`src/common/gpcfg_defines.vh`:
```
// constants for the three-port general purpose pin block
`ifndef GPCFG_DEFINES_VH
`define GPCFG_DEFINES_VH
// register word addresses, port base is port index times port stride
`define GPCFG_PORT_STRIDE   8'h10
`define GPCFG_OFS_MODE_LOW  8'h00
`define GPCFG_OFS_MODE_HIGH 8'h01
`define GPCFG_OFS_IN_LEVEL  8'h02
`define GPCFG_OFS_OUT_LEVEL 8'h03
`define GPCFG_OFS_OUT_SET   8'h04
`define GPCFG_OFS_OUT_CLEAR 8'h05
`define GPCFG_OFS_WAKE_MASK 8'h06
`define GPCFG_OFS_DBG_CTRL  8'h30
`define GPCFG_OFS_DBG_STAT  8'h31
`define GPCFG_OFS_TIM2_OPT  8'h32
`define GPCFG_OFS_TIM2_EN   8'h33
`define GPCFG_OFS_ALT_SEL   8'h34
`define GPCFG_OFS_SLEEP     8'h35
// debug control fields
`define GPCFG_DBG_REGEN_BIT 0
`define GPCFG_DBG_OFF_BIT   1
`define GPCFG_DBG_RESET     2'h1
// timer 2 routing option bits
`define GPCFG_T2_ROUTE_LSB  4
// pin mode encodings
`define GPCFG_MODE_ANALOG   4'h0
`define GPCFG_MODE_OUT_PP   4'h1
`define GPCFG_MODE_IN_FLOAT 4'h4
`define GPCFG_MODE_OUT_OD   4'h5
`define GPCFG_MODE_IN_PULL  4'h8
`define GPCFG_MODE_ALT_PP   4'h9
`define GPCFG_MODE_ALT_SCLK 4'hb
`define GPCFG_MODE_ALT_OD   4'hd
`define GPCFG_MODE_RESET    32'h44444444
// boot hold time in oscillator periods
`define GPCFG_BOOT_HOLD     512
`endif

```
`src/hw/gpcfg_top.v`:
```
// three-port general purpose pin configuration and control block
//
// Contract
// - 24 pins in three ports of eight; register bits 7..0 map pins.
// - input register returns sampled pin levels except analog pins.
// - output register drives pins; clear and set writes modify bits.
// - wake mask selects pins watched for waking from sleep.
// - 4-bit mode per pin; low register pins 3..0, high 7..4.
// - mode 0x0 is analog; its input bit always reads one.
// - 0x4 floating input, 0x8 pulled input; output bit picks pull direction.
// - 0x1 push-pull, 0x5 open-drain output following output register bit.
// - 0x9 peripheral push-pull, 0xD peripheral open-drain, 0xB clock push-pull.
// - extra select registers choose among two alternate output sources.
// - enabled timer 2 channel outranks serial controller output.
// - timer 2 option bits 4..7 route channels to port A or B.
// - PA4/PA5 alternate carry packet trace or processor trace bits.
// - alternate mode with no peripheral drives constant zero.
// - debugger disable makes PC0, PC2, PC3, PC4 ordinary pins.
// - regulator enable forces PA7 open-drain carrying regulator enable.
// - JTAG active forces PC0, PC3, PC4 pulled-up inputs, PC2 push-pull.
// - serial wire active makes PC4 bidirectional under debugger control.
// - full chip reset sets every pin mode to floating input.
// - full chip reset sets regulator enable, clears debugger disable.
// - pin or always-on reset holds PA5 pulled up 512 oscillator periods.
// - after hold sample PA5 into boot status, then release it.
// - input and analog modes disable the driver; one source drives.
// - in sleep a masked pin change against entry value wakes.
//
// Design decisions made here: the register addresses and the strobed register port.
`timescale 1ns/100ps
`default_nettype none
`include "gpcfg_defines.vh"
module gpcfg_top #(
  parameter          NPORT     = 3,
  parameter          BOOT_HOLD = `GPCFG_BOOT_HOLD
) (
  input  wire        MCLK_IN,
  input  wire        SYS_RST_IN,
  input  wire        BOOT_RST_IN,
  input  wire        HFRC_TICK_IN,
  input  wire [7:0]  ADDR_IN,
  input  wire [31:0] WDATA_IN,
  input  wire        WR_IN,
  input  wire        RD_IN,
  output reg  [31:0] RDATA_OUT,
  input  wire [23:0] PIN_IN,
  output reg  [23:0] PIN_OUT,
  output reg  [23:0] PIN_OE_OUT,
  output reg  [23:0] PULL_UP_OUT,
  output reg  [23:0] PULL_DOWN_OUT,
  input  wire [3:0]  TIM2_CH_IN,
  input  wire [23:0] SERIAL_ALT_IN,
  input  wire [1:0]  PKT_TRACE_IN,
  input  wire [1:0]  CPU_TRACE_IN,
  input  wire        REG_EN_IN,
  input  wire        DBG_JTAG_IN,
  input  wire        DBG_SW_IN,
  input  wire        TEST_DATA_OUT_IN,
  input  wire        SW_DATA_IN,
  input  wire        SW_DATA_OE_IN,
  output reg  [23:0] PIN_LEVEL_OUT,
  output reg         BOOT_LOADER_OUT,
  output reg         WAKE_OUT
);

  // ************************************************************
  // decode helpers
  // ************************************************************
  // output driver enabled for a mode
  function mode_drives;
    input [3:0] m;
    begin
      mode_drives = (m == `GPCFG_MODE_OUT_PP) || (m == `GPCFG_MODE_OUT_OD) ||
                    (m == `GPCFG_MODE_ALT_PP) || (m == `GPCFG_MODE_ALT_OD) ||
                    (m == `GPCFG_MODE_ALT_SCLK);
    end
  endfunction

  // alternate source for a mode
  function mode_alt;
    input [3:0] m;
    begin
      mode_alt = (m == `GPCFG_MODE_ALT_PP) || (m == `GPCFG_MODE_ALT_OD) ||
                 (m == `GPCFG_MODE_ALT_SCLK);
    end
  endfunction

  // open drain for a mode
  function mode_od;
    input [3:0] m;
    begin
      mode_od = (m == `GPCFG_MODE_OUT_OD) || (m == `GPCFG_MODE_ALT_OD);
    end
  endfunction

  // ************************************************************
  // register state
  // ************************************************************
  reg  [95:0] pin_mode_field;  // 4 bits per pin, pin 0 lowest
  reg  [23:0] port_output_level;
  reg  [23:0] port_wake_mask;
  reg  [1:0]  debug_pin_control;
  reg  [7:0]  timer2_route_option;
  reg  [3:0]  timer2_channel_enable;
  reg         trace_sel;       // 1 selects processor trace on PA4/PA5
  reg         sleep_req;
  reg  [23:0] sleep_snap;
  reg         asleep;
  reg         boot_hold;
  reg  [9:0]  boot_cnt;
  reg         boot_select_capture;
  reg         boot_rst_d;      // set on first edge if a pin or always-on reset; ticks then count while boot_hold is set

  wire        ext_regulator_enable = debug_pin_control[`GPCFG_DBG_REGEN_BIT];
  wire        debugger_off_bit     = debug_pin_control[`GPCFG_DBG_OFF_BIT];
  wire [1:0]  port_sel = ADDR_IN[5:4];
  wire [3:0]  reg_sel  = ADDR_IN[3:0];
  wire        port_hit = (port_sel < NPORT) && (ADDR_IN[7:6] == 2'h0);
  wire [4:0]  pbase    = {port_sel, 3'h0};

  // ************************************************************
  // register writes
  // ************************************************************
  // mode reset
  always @(posedge MCLK_IN or posedge SYS_RST_IN) begin
    if (SYS_RST_IN) begin
      pin_mode_field        <= {`GPCFG_MODE_RESET, `GPCFG_MODE_RESET, `GPCFG_MODE_RESET};
      port_output_level     <= 24'h000000;
      port_wake_mask        <= 24'h000000;
      debug_pin_control     <= `GPCFG_DBG_RESET;
      timer2_route_option   <= 8'h00;
      timer2_channel_enable <= 4'h0;
      trace_sel             <= 1'b0;
      sleep_req             <= 1'b0;
    end else if (WR_IN) begin
      if (port_hit) begin
        case (reg_sel)
          `GPCFG_OFS_MODE_LOW: pin_mode_field[pbase*4 +: 16] <= WDATA_IN[15:0];
          `GPCFG_OFS_MODE_HIGH: pin_mode_field[pbase*4 + 16 +: 16] <= WDATA_IN[15:0];
          `GPCFG_OFS_OUT_LEVEL: port_output_level[pbase +: 8] <= WDATA_IN[7:0];
          `GPCFG_OFS_OUT_SET: port_output_level[pbase +: 8] <= port_output_level[pbase +: 8] | WDATA_IN[7:0];
          `GPCFG_OFS_OUT_CLEAR: port_output_level[pbase +: 8] <= port_output_level[pbase +: 8] & ~WDATA_IN[7:0];
          `GPCFG_OFS_WAKE_MASK: port_wake_mask[pbase +: 8] <= WDATA_IN[7:0];
          default: ;
        endcase
      end else begin
        case (ADDR_IN)
          `GPCFG_OFS_DBG_CTRL: debug_pin_control <= WDATA_IN[1:0];
          `GPCFG_OFS_TIM2_OPT: timer2_route_option <= WDATA_IN[7:0];
          `GPCFG_OFS_TIM2_EN: timer2_channel_enable <= WDATA_IN[3:0];
          `GPCFG_OFS_ALT_SEL: trace_sel <= WDATA_IN[0];
          `GPCFG_OFS_SLEEP: sleep_req <= WDATA_IN[0];
          default: ;
        endcase
      end
    end
  end

  // ************************************************************
  // input sampling
  // ************************************************************
  // analog pins read one
  reg [23:0] in_level;
  integer    k;
  always @* begin
    in_level = PIN_IN;
    for (k = 0; k < 24; k = k + 1) begin
      if (pin_mode_field[k*4 +: 4] == `GPCFG_MODE_ANALOG) begin
        in_level[k] = 1'b1;
      end
    end
  end

  // ************************************************************
  // alternate output sources
  // ************************************************************
  // timer 2 routing over serial outputs
  // source select, unassigned pins drive zero
  reg [23:0] alt_val;
  reg [23:0] alt_has;
  integer    c;
  always @* begin
    alt_val = SERIAL_ALT_IN;
    alt_has = 24'h000000;
    alt_has[1] = 1'b1; alt_has[2] = 1'b1; alt_has[3] = 1'b1;
    alt_has[8+1] = 1'b1; alt_has[8+2] = 1'b1; alt_has[8+3] = 1'b1; alt_has[8+4] = 1'b1;
    alt_has[4] = 1'b1; alt_has[5] = 1'b1;
    alt_val[4] = trace_sel ? CPU_TRACE_IN[0] : PKT_TRACE_IN[0];
    alt_val[5] = trace_sel ? CPU_TRACE_IN[1] : PKT_TRACE_IN[1];
    for (c = 0; c < 4; c = c + 1) begin
      if (timer2_channel_enable[c]) begin
        if (timer2_route_option[`GPCFG_T2_ROUTE_LSB + c]) begin
          alt_val[9 + c] = TIM2_CH_IN[c];
          alt_has[9 + c] = 1'b1;
        end else begin
          case (c)
            0: begin alt_val[0] = TIM2_CH_IN[0]; alt_has[0] = 1'b1; end
            1: alt_val[3] = TIM2_CH_IN[1];
            2: alt_val[1] = TIM2_CH_IN[2];
            default: alt_val[2] = TIM2_CH_IN[3];
          endcase
        end
      end
    end
    alt_val = alt_val & alt_has;
  end

  // ************************************************************
  // pin driver decode
  // ************************************************************
  reg [23:0] next_out;
  reg [23:0] next_oe;
  reg [23:0] next_pu;
  reg [23:0] next_pd;
  reg [3:0]  m;
  reg        v;
  integer    p;
  always @* begin
    next_out = 24'h000000;
    next_oe  = 24'h000000;
    next_pu  = 24'h000000;
    next_pd  = 24'h000000;
    m = 4'h0;
    v = 1'b0;
    for (p = 0; p < 24; p = p + 1) begin
      m = pin_mode_field[p*4 +: 4];
      v = mode_alt(m) ? alt_val[p] : port_output_level[p];
      // driver only in output modes; open drain drives low only
      if (mode_drives(m)) begin
        next_oe[p]  = mode_od(m) ? ~v : 1'b1;
        next_out[p] = mode_od(m) ? 1'b0 : v;
      end
      if (m == `GPCFG_MODE_IN_PULL) begin
        next_pu[p] = port_output_level[p];
        next_pd[p] = ~port_output_level[p];
      end
    end
    if (boot_hold) begin
      next_oe[5] = 1'b0; next_out[5] = 1'b0; next_pu[5] = 1'b1; next_pd[5] = 1'b0;
    end
    if (ext_regulator_enable) begin
      next_oe[7] = ~REG_EN_IN; next_out[7] = 1'b0; next_pu[7] = 1'b0; next_pd[7] = 1'b0;
    end
    if (!debugger_off_bit && DBG_JTAG_IN) begin
      next_oe[16] = 1'b0; next_pu[16] = 1'b1; next_pd[16] = 1'b0;
      next_oe[19] = 1'b0; next_pu[19] = 1'b1; next_pd[19] = 1'b0;
      next_oe[20] = 1'b0; next_pu[20] = 1'b1; next_pd[20] = 1'b0;
      next_oe[18] = 1'b1; next_out[18] = TEST_DATA_OUT_IN; next_pu[18] = 1'b0; next_pd[18] = 1'b0;
    end else if (!debugger_off_bit && DBG_SW_IN) begin
      next_oe[20] = SW_DATA_OE_IN; next_out[20] = SW_DATA_IN; next_pu[20] = 1'b0; next_pd[20] = 1'b0;
    end
  end

  // ************************************************************
  // boot select hold and capture
  // ************************************************************
  // hold count on oscillator ticks
  always @(posedge MCLK_IN or posedge SYS_RST_IN) begin
    if (SYS_RST_IN) begin
      boot_hold           <= 1'b1;
      boot_cnt            <= 10'h000;
      boot_select_capture <= 1'b0;
      boot_rst_d          <= 1'b0;
    end else begin
      if (boot_hold && !boot_rst_d) begin
        // first edge after release: hold only after a pin or always-on reset
        boot_rst_d <= BOOT_RST_IN;
        boot_hold  <= BOOT_RST_IN;
      end else if (boot_hold && HFRC_TICK_IN) begin
        if (boot_cnt == BOOT_HOLD - 1) begin
          boot_hold           <= 1'b0;
          boot_select_capture <= ~PIN_IN[5];
        end else begin
          boot_cnt <= boot_cnt + 10'h001;
        end
      end
    end
  end

  // ************************************************************
  // sleep wake detection
  // ************************************************************
  // masked change against entry snapshot
  always @(posedge MCLK_IN or posedge SYS_RST_IN) begin
    if (SYS_RST_IN) begin
      asleep     <= 1'b0;
      sleep_snap <= 24'h000000;
      WAKE_OUT   <= 1'b0;
    end else begin
      asleep <= sleep_req;
      if (sleep_req && !asleep) begin
        sleep_snap <= in_level;
      end
      WAKE_OUT <= asleep && sleep_req && (|((in_level ^ sleep_snap) & port_wake_mask));
    end
  end

  // ************************************************************
  // registered outputs and read data
  // ************************************************************
  always @(posedge MCLK_IN or posedge SYS_RST_IN) begin
    if (SYS_RST_IN) begin
      PIN_OUT         <= 24'h000000;
      PIN_OE_OUT      <= 24'h000000;
      PULL_UP_OUT     <= 24'h000000;
      PULL_DOWN_OUT   <= 24'h000000;
      PIN_LEVEL_OUT   <= 24'hffffff;
      BOOT_LOADER_OUT <= 1'b0;
      RDATA_OUT       <= 32'h00000000;
    end else begin
      PIN_OUT         <= next_out;
      PIN_OE_OUT      <= next_oe;
      PULL_UP_OUT     <= next_pu;
      PULL_DOWN_OUT   <= next_pd;
      PIN_LEVEL_OUT   <= in_level;
      BOOT_LOADER_OUT <= boot_select_capture;
      RDATA_OUT       <= 32'h00000000;
      if (RD_IN) begin
        if (port_hit) begin
          case (reg_sel)
            `GPCFG_OFS_MODE_LOW: RDATA_OUT <= {16'h0000, pin_mode_field[pbase*4 +: 16]};
            `GPCFG_OFS_MODE_HIGH: RDATA_OUT <= {16'h0000, pin_mode_field[pbase*4 + 16 +: 16]};
            `GPCFG_OFS_IN_LEVEL: RDATA_OUT <= {24'h000000, in_level[pbase +: 8]};
            `GPCFG_OFS_OUT_LEVEL: RDATA_OUT <= {24'h000000, port_output_level[pbase +: 8]};
            `GPCFG_OFS_WAKE_MASK: RDATA_OUT <= {24'h000000, port_wake_mask[pbase +: 8]};
            default: RDATA_OUT <= 32'h00000000;
          endcase
        end else begin
          case (ADDR_IN)
            `GPCFG_OFS_DBG_CTRL: RDATA_OUT <= {30'h00000000, debug_pin_control};
            `GPCFG_OFS_DBG_STAT: RDATA_OUT <= {31'h00000000, ~boot_select_capture};
            `GPCFG_OFS_TIM2_OPT: RDATA_OUT <= {24'h000000, timer2_route_option};
            `GPCFG_OFS_TIM2_EN: RDATA_OUT <= {28'h0000000, timer2_channel_enable};
            `GPCFG_OFS_ALT_SEL: RDATA_OUT <= {31'h00000000, trace_sel};
            `GPCFG_OFS_SLEEP: RDATA_OUT <= {31'h00000000, sleep_req};
            default: RDATA_OUT <= 32'h00000000;
          endcase
        end
      end
    end
  end

endmodule
`default_nettype wire

```
`config.mk`:
```
export PLATFORM = sky130hd
export DESIGN_NAME = gpcfg_top
export DESIGN_NICKNAME = d
export VERILOG_FILES = /design/src/hw/gpcfg_top.v
export VERILOG_INCLUDE_DIRS = /design/src /design/src/common
export SDC_FILE = /design/constraint.sdc
export NUM_CORES = 1
export LEC_CHECK = 0
export ABC_AREA = 0
export BUFFER_PORTS_ARGS = -buffer_cell sky130_fd_sc_hd__buf_2
export CAP_MARGIN = 20
export CELL_PAD_IN_SITES_DETAIL_PLACEMENT = 0
export CELL_PAD_IN_SITES_GLOBAL_PLACEMENT = 1
export CORE_MARGIN = 2
export CORE_UTILIZATION = 39
export DETAILED_ROUTE_END_ITERATION = 10
export PLACE_DENSITY_LB_ADDON = 0.1
export REMOVE_ABC_BUFFERS = 1
export SLEW_MARGIN = 30
export SYNTH_ARGS = -nofsm -noshare
export SYNTH_HDL_FRONTEND = slang
export SYNTH_SLANG_ARGS = --single-unit
export TNS_END_PERCENT = 30
```
`constraint.sdc`:
```
create_clock -name MCLK_IN -period 8.9 [get_ports MCLK_IN]
set_input_delay 0.445 -clock MCLK_IN [delete_from_list [all_inputs] [get_ports MCLK_IN]]
set_output_delay 0.445 -clock MCLK_IN [all_outputs]
set_load 0.02 [all_outputs]
```
==> out/metrics.yaml <==
clock_tree:
  cts_resized: 0
  numCtsBuffers: 39
  clk_pin_slew_worst_paths_ns: 0.06
  post-cts-setup-buffers: 0
  clockBufferDepth: 3
  cts.sinks: 336
  ctsHoldBuffers: 0
  cts_root_buf: "clkbuf_16"
  h-tree-depth: 2
  clk_latency_ns: 0.55
  cts_tree: "done"
sta:
  fin_crit_sh_pct: 29.8
  timing.fmax_ghz: 0.377
  setup-tns-final_ns: 0
  period_needed_ns: 2.66
  setup_viol: 0
  rsz0062_at_grt: "false"
  finClkSkew_ns: 0.0227
  slew-limit-headroom_pct: 39.2
  worstMarginPinSlew_ns: 0.907
  hold_viol: 0
  drv_slew: 0
routing:
  via_count: 12400
  drt_wl_total_um: 51400
  drt-initial-drc-count: 942
  ant_nets: 0
  drc: 0
  viasPerCell: 5.33
  dr.pass1.iters: 7
  drt-wirelength-per-cell_um: 22.1
floorplanning:
  rows: 72
  start_util_pct: 39.7
  die_area_um2: 41200
  design.core.area_um2: 38800
  die_h_um: 203
  die_w_um: 203
  io_pins: 262
layout:
  area_delta_synth_final_pct: 18.3
  fin_util_pct: 47.0
  layoutNonFillerInstCount: 2328
  num-nets-final: 1894
  regArea_um2: 8470
  fill_cells: 3712
  drive_gt1_share_pct: 23.1
  multi_input_area_um2: 6400
setup_path:
  max_stage_delay_ns: 0.54
  critPathLaunch: "ADDR_IN[5]"
  worstPathCellList: "buf_2, inv_1, ha_1, nor3b_4, buf_6, nand3_1, o21ai_0"
  required_ns: 9.36
  r2r_slack_ns: 6.49
  cp-start-kind: "primary input"
  path_max_fanout: 25
  rr_worst_depth: 7
  critPathKind: "in2reg"
  cp.arrival_ns: 3.11
  r2r_start: "pin_mode_field[83]"
  cpMaxStageDelayCell: "nor3b_4"
  crit_path_end_kind: "flip-flop"
  regToRegEndpoint: "RDATA_OUT[4]"
grt:
  grt_antenna_before_repair: 1
  grt.busiest_layer: "met2"
  gr-total-overflow: 0
  grt_pass1_wl_um: 77200
  grt_pass1_vias: 12100
  grt_max_degree: 150
  grtUsageMet1_pct: 35.1
  grt_use_total_pct: 25.2
  use_met2_pct: 38.7
  grt_use_met3_pct: 4.53
placement:
  dpl.hpwl_um: 36700
  dp_cells: 2255
  place.port_buffers: 212
  place_congestion: 0.942
yosys:
  synth_compound_area_share_pct: 14.1
  synthMuxAreaShare_pct: 5.80
  synth_xor_area_share_pct: 1.87
  synth_area_um2: 15400
  yosys_warnings: 0
  synth.ff_latch_count: 336
  yosys-top-cells-count: "366 x nand2_1, 286 x dfrtp_1, 194 x o21ai_0"
  yosys.area.top_type_share_pct: 46.4
  ys_seq_area_share_pct: 54.9
  synth-main-ff-cell: "dfrtp_1"
  yosys.cell_count.top_type: "nand2_1"
  async_reset_ff_share_pct: 100
  synth_edf_count: 0
  synth_fa_ha_area_share_pct: 0.649
  syn_area_per_cell_um2: 9.75
  synth_top_family_by_area: "simple AND/OR/NAND/NOR gates"
  netlist_instances: 1583
  yosys.area.top_type: "dfrtp_1"
  synthSimpleGateAreaFrac_pct: 18.5
  yosysUniqueCellTypes: 67
  synth.area.top_cells: "dfrtp_1 46%, nand2_1 8.9%, dfstp_2 8.5%, o21ai_0 6.3%, nor2_1 2.2%"
pwr:
  p_leak_uw: 0.00835
  peakVddDrop_v: 0.000106
  cellPowerDensity_nw_per_um2: 199
run:
  cap_violations: 0
outcome:
  status: "complete, no violations"
hold_path:
  min_path_type: "in2async"
[cells in the final DEF, fill, tap and decap left out, types with 10 or more instances in the layout]
cell and instances:
buf_4 15, inv_1 43, a21oi_1 51, mux4_2 13, nor3_1 21, and3_1 31
clkbuf_8 10, nand2b_1 13, nor2_1 90, nor2b_1 22, nor3b_1 15, dfrtp_1 286
dfstp_2 50, xnor2_1 31, mux2i_1 23, mux2_2 25, o21ai_1 16, buf_2 212
nor4_1 13, clkbuf_16 39, conb_1 16, nand2_1 361, o21ai_0 194, nand3_1 18
a22oi_1 37
[worst max path at each step]
stage	to	slack, ns	cells past startpoint
2_1_floorplan	BOOT_LOADER_OUT	-0.77	1
3_3_place_gp	port_output_level[11]	5.41	6
3_5_place_dp	port_output_level[10]	5.67	7
4_1_cts	port_output_level[15]	6.23	7
5_1_grt	port_output_level[11]	6.08	7
6_report	port_output_level[15]	6.24	7
[per-layer routing]
layer / share of wire, % / up-vias
met5: 0.025 / -
met4: 4.2 / 2
met3: 6.1 / 103
met2: 45 / 432
met1: 45 / 6039
li1: - / 5835
[cell type report]
class                   count  share of cell area, %
clock buffers              57                   6.27
clock inverters            15                   1.05
flip-flops and latches    336                   46.4
well taps                 518                   3.55
inverters                  46                  0.987
repair buffers            230                   6.66
diodes                      1                 0.0137
multi-input cells        1125                   35.1
[critical path, delay by kind of cell]
kind,cells,cell delay [ns]
fa+ha+maj,1,0.42
buf+inv,3,1.10
compound gates,1,0.28
simple gates,2,0.86
[where the power goes]
| part | internal, µW | switching (µW) |
|---|---|---|
| Clock | 1010 | 652 |
| Sequential | 1600 | 57.4 |
| Combinational | 113 | 197 |
[registers in the layout (all words and copies together), names as in the netlist, 4 cells and up]
| name | cells |
|---|---|
| timer2_channel_enable | 4 |
| PIN_OUT | 24 |
| port_wake_mask | 24 |
| PIN_OE_OUT | 24 |
| sleep_snap | 24 |
| RDATA_OUT | 16 |
| timer2_route_option | 8 |
| PULL_UP_OUT | 24 |
| pin_mode_field | 96 |
| boot_cnt | 10 |
| PULL_DOWN_OUT | 24 |
| port_output_level | 24 |
| PIN_LEVEL_OUT | 24 |
[metrics by stage]
step	hold slack [ns]	cell area, µm²	setup slack (ns)	total power, µW
CTS	0.0633	18200	6.23	3670
global route	0.0572	18300	6.08	3780
global placement	0.455	16900	5.41	1990
finish	0.0572	18300	6.24	3630
floorplan	0.374	15000	-0.772	1860
detailed placement	0.458	16900	5.67	2000
[cell families after synthesis]
family                     after synthesis
buffers and inverters                  137
xor gates and xnor gates                33
AOI/OAI and AO/OA                      368
muxes                                   69
adders and majority gates                8
and+or+nand+nor                        631
DFF                                    336
other                                    1
Power figures use the tool's default switching activity.
